$ cat config.mk
export PLATFORM = sky130hd
export DESIGN_NAME = rfc_top
export DESIGN_NICKNAME = d
export VERILOG_FILES = /design/src/rtl/rfc_pkg.sv /design/src/rtl/rfc_sync.sv /design/src/rtl/rfc_top.sv
export SDC_FILE = /design/constraint.sdc
export NUM_CORES = 1
export LEC_CHECK = 0
export ABC_AREA = 1
export BUFFER_PORTS_ARGS = -buffer_cell sky130_fd_sc_hd__buf_2
export CORE_MARGIN = 2
export CORE_UTILIZATION = 46
export CTS_BUF_LIST = sky130_fd_sc_hd__clkbuf_4
export DETAILED_ROUTE_END_ITERATION = 8
export PLACE_DENSITY = 0.66
export RECOVER_POWER = 100
export SLEW_MARGIN = 25
export SYNTH_ARGS = -nofsm -noshare
export SYNTH_HDL_FRONTEND = slang
export SYNTH_SLANG_ARGS = --single-unit
$ cat constraint.sdc
create_clock -name clk -period 13.5 [get_ports clk]
set_input_delay 0.675 -clock clk [delete_from_list [all_inputs] [get_ports clk]]
set_output_delay 0.675 -clock clk [all_outputs]
set_load 0.02 [all_outputs]
$ cat src/rtl/rfc_pkg.sv
// Constants and carriers for the RTC status/control register block.
// Assumes a single 10 MHz core clock; no bus beyond the documented port.
package rfc_pkg;

   // *****************************************************************
   // Timing
   // *****************************************************************
   localparam int CLK_PERIOD_NS = 100;
   // Oscillator start window, in ms as printed
   localparam int OSC_START_MS = 5;
   localparam int OSC_START_CYC = OSC_START_MS * 1000000 / CLK_PERIOD_NS;
   // Transfer time figure is not given: plain default, in us
   localparam int RTC_XFER_US = 350;
   localparam int RTC_XFER_CYC = RTC_XFER_US * 1000 / CLK_PERIOD_NS;
   localparam int CNT_W = 16;

   // *****************************************************************
   // Register layout
   // *****************************************************************
   localparam logic [7:0] STAT_OFFSET = 8'h00;
   localparam int BIT_WDF = 7;
   localparam int BIT_AF = 6;
   localparam int BIT_PF = 5;
   localparam int BIT_OSCILLATOR_FAIL_FLAG = 4;
   localparam int BIT_CAL = 2;
   localparam int BIT_W = 1;
   localparam int BIT_R = 0;
   localparam logic [7:0] STAT_RESET = 8'h00;
   localparam int TIME_W = 32;

   // Host register access
   typedef struct packed {
      logic wr;
      logic rd;
      logic [7:0] addr;
      logic [7:0] wdata;
   } rfc_req_s;

   // Transfer sequencer states
   typedef enum logic [2:0] {
      XF_IDLE = 3'b001,
      XF_WAIT = 3'b010,
      XF_DONE = 3'b100
   } rfc_xfer_e;

endpackage : rfc_pkg

$ cat src/rtl/rfc_sync.sv
// Three-stage synchroniser with agreement filter for a pin input.
// Assumes the pin is asynchronous to clk.
`timescale 1ns/1ps
module rfc_sync (
   input wire logic clk,
   input wire logic rst,
   input wire logic ce,
   input wire logic din,
   output logic dout
);
   logic s1_reg;
   logic s2_reg;
   logic s3_reg;

   // Chain; first stage read by second only
   always_ff @(posedge clk or posedge rst) begin
      if (rst) begin
         s1_reg <= 1'b0;
         s2_reg <= 1'b0;
         s3_reg <= 1'b0;
      end else if (ce) begin
         s1_reg <= din;
         s2_reg <= s1_reg;
         s3_reg <= s2_reg;
      end
   end

   // Change taken once stages two and three agree
   always_ff @(posedge clk or posedge rst) begin
      if (rst) begin
         dout <= 1'b0;
      end else if (ce && (s2_reg == s3_reg)) begin
         dout <= s3_reg;
      end
   end
endmodule : rfc_sync

$ cat src/rtl/rfc_top.sv
// RTC status/control register, time freeze and transfer control.
// Assumes rst is the power-up reset and pins are asynchronous.
//
// Function
// - Set oscillator-fail at power-up if oscillator enabled but idle 5 ms.
// - Oscillator-fail persists; a host write clears it, as does a reset with osc_fail_retained low.
// - Host clears oscillator-fail by writing zero; shown after transfer time.
// - Write-enable set freezes visible time; host writes still accepted.
// - Clearing write-enable with changed time copies it into counters.
// - Write-enable is zero after every power-up.
`timescale 1ns/1ps
module rfc_top (
   input wire logic clk,
   input wire logic rst,
   input wire logic ce,
   input wire rfc_pkg::rfc_req_s req,
   input wire logic [rfc_pkg::TIME_W-1:0] time_wdata,
   input wire logic time_we,
   input wire logic osc_enable,
   input wire logic osc_running_pin,
   input wire logic vcc_low_pin,
   input wire logic osc_fail_retained,
   input wire logic tick,
   output logic [7:0] rdata,
   output logic [rfc_pkg::TIME_W-1:0] time_visible,
   output logic xfer_busy,
   output logic osc_fail_flag_out
);
   // *****************************************************************
   // Pin inputs
   // *****************************************************************
   logic osc_run_s;
   logic vcc_low_s;

   rfc_sync u_sync_osc (
      .clk(clk),
      .rst(rst),
      .ce(ce),
      .din(osc_running_pin),
      .dout(osc_run_s)
   );

   rfc_sync u_sync_vcc (
      .clk(clk),
      .rst(rst),
      .ce(ce),
      .din(vcc_low_pin),
      .dout(vcc_low_s)
   );

   // *****************************************************************
   // State
   // *****************************************************************
   logic write_en_reg;
   logic cal_reg;
   logic read_hold_reg;
   logic power_fail_flag_reg;
   logic oscillator_fail_flag_reg;
   logic osc_clr_pend_reg;
   logic time_dirty_reg;
   logic [rfc_pkg::TIME_W-1:0] counter_reg;
   logic [rfc_pkg::TIME_W-1:0] shadow_reg;
   logic [rfc_pkg::CNT_W-1:0] xfer_cnt_reg;
   logic [rfc_pkg::CNT_W-1:0] osc_cnt_reg;
   logic osc_chk_reg;
   logic cap_done_reg;
   rfc_pkg::rfc_xfer_e xf_state;

   logic reg_wr;
   logic reg_rd;
   logic xfer_end;
   assign reg_wr = req.wr && (req.addr == rfc_pkg::STAT_OFFSET);
   assign reg_rd = req.rd && (req.addr == rfc_pkg::STAT_OFFSET);
   assign xfer_end = (xf_state == rfc_pkg::XF_WAIT) &&
      (xfer_cnt_reg == '0);

   // Marks the first cycle after reset release; retained flag read there
   always_ff @(posedge clk or posedge rst) begin
      if (rst) begin
         cap_done_reg <= 1'b0;
      end else if (ce && !cap_done_reg) begin
         cap_done_reg <= 1'b1;
      end
   end

   always_ff @(posedge clk or posedge rst) begin
      if (rst) begin
         write_en_reg <= 1'b0;
         cal_reg <= 1'b0;
         read_hold_reg <= 1'b0;
      end else if (ce && reg_wr) begin
         write_en_reg <= req.wdata[rfc_pkg::BIT_W];
         cal_reg <= req.wdata[rfc_pkg::BIT_CAL];
         read_hold_reg <= req.wdata[rfc_pkg::BIT_R];
      end
   end

   // Startup oscillator watch over the 5 ms window
   always_ff @(posedge clk or posedge rst) begin
      if (rst) begin
         osc_cnt_reg <= rfc_pkg::CNT_W'(rfc_pkg::OSC_START_CYC - 1);
         osc_chk_reg <= 1'b1;
      end else if (ce && osc_chk_reg) begin
         if (osc_run_s || !osc_enable) begin
            osc_chk_reg <= 1'b0;
         end else if (osc_cnt_reg != '0) begin
            osc_cnt_reg <= osc_cnt_reg - 1'b1;
         end else begin
            osc_chk_reg <= 1'b0;
         end
      end
   end

   // Oscillator-fail flag; set wins over a pending clear
   always_ff @(posedge clk or posedge rst) begin
      if (rst) begin
         oscillator_fail_flag_reg <= 1'b0;
         osc_clr_pend_reg <= 1'b0;
      end else if (ce) begin
         if ((osc_chk_reg && osc_enable && !osc_run_s &&
              osc_cnt_reg == '0) ||
             (cap_done_reg == 1'b0 && osc_fail_retained)) begin
            oscillator_fail_flag_reg <= 1'b1;
            osc_clr_pend_reg <= 1'b0;
         end else if (osc_clr_pend_reg && xfer_end) begin
            oscillator_fail_flag_reg <= 1'b0;
            osc_clr_pend_reg <= 1'b0;
         end else if (reg_wr && !req.wdata[rfc_pkg::BIT_OSCILLATOR_FAIL_FLAG] &&
                      oscillator_fail_flag_reg) begin
            osc_clr_pend_reg <= 1'b1;
         end
      end
   end

   // power-fail flag; read clears, new drop wins
   always_ff @(posedge clk or posedge rst) begin
      if (rst) begin
         power_fail_flag_reg <= 1'b0;
      end else if (ce) begin
         if (vcc_low_s) begin
            power_fail_flag_reg <= 1'b1;
         end else if (reg_rd) begin
            power_fail_flag_reg <= 1'b0;
         end
      end
   end

   // Host time writes accepted only while frozen; marks time changed
   always_ff @(posedge clk or posedge rst) begin
      if (rst) begin
         shadow_reg <= '0;
         time_dirty_reg <= 1'b0;
      end else if (ce) begin
         if (write_en_reg && time_we) begin
            shadow_reg <= time_wdata;
            time_dirty_reg <= 1'b1;
         end else if (xf_state == rfc_pkg::XF_DONE) begin
            time_dirty_reg <= 1'b0;
         end
      end
   end

   // Transfer sequencer; one timer also times the flag clear
   always_ff @(posedge clk or posedge rst) begin
      if (rst) begin
         xf_state <= rfc_pkg::XF_IDLE;
         xfer_cnt_reg <= '0;
      end else if (ce) begin
         unique case (xf_state)
            rfc_pkg::XF_IDLE: begin
               if ((reg_wr && write_en_reg &&
                    !req.wdata[rfc_pkg::BIT_W] && time_dirty_reg) ||
                   (reg_wr && !req.wdata[rfc_pkg::BIT_OSCILLATOR_FAIL_FLAG] &&
                    oscillator_fail_flag_reg)) begin
                  xf_state <= rfc_pkg::XF_WAIT;
                  xfer_cnt_reg <=
                     rfc_pkg::CNT_W'(rfc_pkg::RTC_XFER_CYC - 1);
               end
            end
            rfc_pkg::XF_WAIT: begin
               if (xfer_cnt_reg == '0) begin
                  xf_state <= rfc_pkg::XF_DONE;
               end else begin
                  xfer_cnt_reg <= xfer_cnt_reg - 1'b1;
               end
            end
            rfc_pkg::XF_DONE: begin
               xf_state <= rfc_pkg::XF_IDLE;
            end
         endcase
      end
   end

   // counters keep running; load at transfer end
   always_ff @(posedge clk or posedge rst) begin
      if (rst) begin
         counter_reg <= '0;
      end else if (ce) begin
         if (xf_state == rfc_pkg::XF_DONE && time_dirty_reg) begin
            counter_reg <= shadow_reg;
         end else if (tick) begin
            counter_reg <= counter_reg + 1'b1;
         end
      end
   end

   // Outputs; visible time frozen while W set
   always_ff @(posedge clk or posedge rst) begin
      if (rst) begin
         time_visible <= '0;
         rdata <= rfc_pkg::STAT_RESET;
         xfer_busy <= 1'b0;
         osc_fail_flag_out <= 1'b0;
      end else if (ce) begin
         if (!write_en_reg && !read_hold_reg) begin
            time_visible <= counter_reg;
         end
         rdata <= {1'b0, 1'b0, power_fail_flag_reg,
                   oscillator_fail_flag_reg, 1'b0, cal_reg,
                   write_en_reg, read_hold_reg};
         xfer_busy <= (xf_state != rfc_pkg::XF_IDLE);
         osc_fail_flag_out <= oscillator_fail_flag_reg;
      end
   end
endmodule : rfc_top

# Word level (Yosys, flattened, before mapping)
# Cells that the tools add are included.
# totals
ff_bits,155
inputBits,59
elab_cells,112
# op_classes
n_addsub,3
n_eq_ne,10
mux,19
bitwise_logic,2
reduce_logical,52
# op_table
operator,n
$mux W32,2
$add A32 B1 Y32 const B,1
$logic_not A16 Y1,2
$mux W16,2
$pmux W16 S2,1
$sub A16 B1 Y16 const B,2
$logic_and A1 B1 Y1,21
$reduce_and A2 Y1,8
$reduce_bool A16 Y1,1
$mux W1,11
$reduce_bool A2 Y1,5
$pmux W3 S3,1
$logic_not A8 Y1,1
$logic_not A1 Y1,7
$mux W3,2
$ne A2 B2 Y1 const B,3
$reduce_and A3 Y1,2
$reduce_and A4 Y1,1
$eq A3 B1 Y1 const B,1
$eq A3 B2 Y1 const B,1
$eq A3 B3 Y1 const B,1
$logic_or A1 B1 Y1,3
$ne A3 B1 Y1 const B,1
$reduce_bool A3 Y1,1
3 further kinds,5

# Logic depth before layout (Yosys ltp)
# depth
depth_word,8
depth_mapped,13

# Modules after synthesis
# A second synthesis with hierarchy kept.
# unflattened
cells_unflattened,1084
area_unflattened_um2,8097.8
# modules_own_cells
mod,instances,cells_each,area_each_um2
rfc_top,1,1042,7762.4
rfc_sync,2,21,167.7

# Worst setup path before layout
# Ideal clock, no wire load.
# synth_timing
kind,input to register
from,input req[15] in the netlist's numbering
to,register xf_state[1]
setup_ns,0.117
t_arrival_ns,1.580
setup_slack_ns,11.804
stages,9
path_buffers,1
path_cell_list,nor2_1 nand2_1 nor2_1 nand3_1 nand3_2 buf_4 nand2_1 nand2_1 nand2_1
# synth_via
elab_chain_cells,8
elab_cells_between_ends,10
classes_between,1 x eq/ne; 9 x reduce/logical
# synth_rtl
item,line,rtl
from (decl),rfc_top.sv:16,"input wire rfc_pkg::rfc_req_s req,"
$logic_not A8 Y1 *,rfc_top.sv:72,assign reg_wr = req.wr && (req.addr == rfc_pkg::STAT_OFFSET);
$logic_and A1 B1 Y1 *,rfc_top.sv:72,
$logic_and A1 B1 Y1 (2 in series),rfc_top.sv:171,if ((reg_wr && write_en_reg &&
$logic_and A1 B1 Y1,rfc_top.sv:172,!req.wdata[rfc_pkg::BIT_W] && time_dirty_reg) ||
$logic_or A1 B1 Y1 *,rfc_top.sv:172,
$ne A2 B2 Y1 (no source line) *,n/a,
$reduce_and A3 Y1 (no source line) *,n/a,
to (signal assigned),rfc_top.sv:175,xf_state <= rfc_pkg::XF_WAIT;
to (signal assigned),rfc_top.sv:182,xf_state <= rfc_pkg::XF_DONE;
to (signal assigned),rfc_top.sv:188,xf_state <= rfc_pkg::XF_IDLE;
to (decl),rfc_top.sv:67,rfc_pkg::rfc_xfer_e xf_state;
# Every way passes the cells marked *; elsewhere a longest branch is shown, timed or not.
# A chain may end at the register's enable or synchronous reset.

==> metrics.txt <==
status=complete, but fails checks; failing checks=capacitance limit, slew limit; final critical-path required period=5.54 ns; Post-CTS Setup Bufs=0; CTS tree=yes; initial DRC count=495; Max Slew Vio Count=363; clock tree buffer depth=2; final net count=1221; Final ANT Viol Nets=0; VDD IR max=0.0807 mV; Resized Gates After CTS=0; CTS Hold Bufs=0; total CTS buffers=17; Final Cycle Share=0.411; Max Fclk=180 MHz; slowest CP cell=clkbuf_1; syn_area_per_cell=7.41 um^2; initial antenna violation count=1; Power Dens Cells=139 nW/um^2; Multi-input gate area=3480 um^2; cells after synthesis=1080; largest net degree at the start of global routing=91; Worst Path Buf+Inv=3; Initial Util=0.466; CP Capture Type=asynchronous set/reset pin; Rows=48; worst-skew pair later-pin latency=0.57 ns; Yosys top cell area share=0.447; vias in the first global route=6184; # DRC=0; die height=136 um; DRT Pass-1 Iters=5; Final setup violation count=0; Die W=136 um; Boundary Pins=101; global-route wire length before repair=30800 um; Ys Warns=0; number of synthesized flops with an enable pin=0; fillcell total=1780; GRT overflow=0; final hold violations=0; post-synth cell types=40; Worst Path Max Fanout=90; Async SR Flop Fraction=1.00; wire per inst=13.5 um; core area=17200 um^2; setup TNS=0 ns; Clock H-tree levels=4; die area=18500 um^2; worst-path cell chain=buf_2 > clkinvlp_2 > clkbuf_1; Reg area=3870 um^2; Synth area leaders=dfrtp_1, nand2_1, nor2_1; share of layout cells above drive strength 1=0.102; worst setup margin=7.96 ns; largest area contributor in the netlist=dfrtp_1; P_leak=4.27 nW; maximum capacitance violations=6; clock tree sinks=154; hold crit path type=in -> reg; Final GP Congestion=0.964; CP max stage delay=2.49 ns; unrepaired setup endpoints after global routing=false; Place WS=10.60 ns; clk slew on worst S/H paths=0.14 ns; final setup skew=0.0234 ns; via count=6926; Mapped Area=8010 um^2; crit path DAT=5.48 ns; Setup CP Type=in -> async; Vias/cell=4.96; headroom to the max-slew limit=-1.63; Area Overhead vs Synth=9.66%; synthesis-stage register bit count=154; final wirelength=18800 um; CP top delay family=buffers and inverters; HPWL Detailed=13400 um; Hold WS=0.305 ns; Root Buffer=clkbuf_4; Req. time, crit path=13.43 ns; Total Routing Usage GR=0.212; sequential element share of the synthesized area=0.483; main flop type after synthesis=dfrtp_1; CP Launch Type=input pin; Port Buffers=93; worst-margin pin slew=3.92 ns
-- cells by family after synthesis --
| group | after synthesis | share of synthesized area |
|---|---|---|
| buffers and inverters | 151 | 0.0791 |
| and+or+nand+nor | 598 | 0.307 |
| other | 1 | 0.000468 |
| DFF | 154 | 0.483 |
| xor gates and xnor gates | 16 | 0.0175 |
| adders and majority gates | 5 | 0.00781 |
| AOI/OAI and AO/OA | 148 | 0.0950 |
| muxes | 7 | 0.00984 |
-- metrics by stage --
step | cell area, um^2 | util | std cells | power, mW
after floorplan | 8020 | - | 1082 | 0.849
after global placement | 8590 | 0.500 | 1363 | 0.923
after detailed placement | 8590 | 0.500 | 1363 | 0.933
after CTS | 8890 | 0.517 | 1395 | 1.23
after global routing | 8780 | 0.511 | 1396 | 1.31
final | 8780 | 0.511 | 1396 | 1.22
-- cells in the mapped netlist, types with 6 or more instances --
library cell,instances
buf_4,9
clkbuf_1,14
a21oi_1,56
nand3b_1,6
nand2_1,350
nand3_1,77
buf_2,15
dfrtp_1,143
nor2_2,10
dfstp_2,11
nor2_1,140
mux2_2,7
inv_1,105
xor2_1,11
o21ai_1,17
o21ai_0,67
-- metal layers --
layer / global-route usage / up-vias / share of wire
li1: - / 3559 / -
met1: 0.307 / 3188 / 0.49
met2: 0.319 / 154 / 0.44
met3: 0.0455 / 25 / 0.045
met4: 0.0666 / 0 / 0.016
met5: 0 / - / 0
-- final timing paths --
path	start	to	slack, ns	depth (start not counted)
max	rst	time_visible[16]	7.96	3
min reg2reg	cap_done_reg	cap_done_reg	0.47	2
min	vcc_low_pin	u_sync_vcc.s1_reg	0.31	3
min in group asynchronous	rst	u_sync_osc.dout	1.24	2
max reg2reg	xf_state[0]	counter_reg[15]	8.55	8
max in group clk	xf_state[0]	counter_reg[15]	8.55	8
-- layout make-up --
class                      count  share of cell area
timing repair buffer          96              0.0486
inverter                     111              0.0479
multi-input combinational    777               0.397
clock inverter                14              0.0188
sequential                   154               0.440
clock buffer                  18              0.0154
tap                          225              0.0321
antenna                        1            0.000285
-- cell usage in the layout (no fill, tap or decap), types with 6 or more instances in the layout --
master      n
nor2_2      7
nor2_1    143
mux2_2      7
xor2_1     11
a21oi_1    56
o21ai_0    80
clkbuf_1   43
clkbuf_4   18
dfstp_2    10
nand2_1   351
inv_1     107
nand3b_1    6
buf_2      53
nand3_1    78
dfrtp_1   143
-- where the power goes --
part,switching [mW],internal (mW)
sequential,0.0741,0.533
clock,0.184,0.116
combinational,0.209,0.104
-- tightest hold or removal path: cells and delay by family --
family        cells  cell delay [ns]
simple gates      2             0.10
buf+inv           1             0.07
Note: power is estimated with default switching activity, not from simulation.
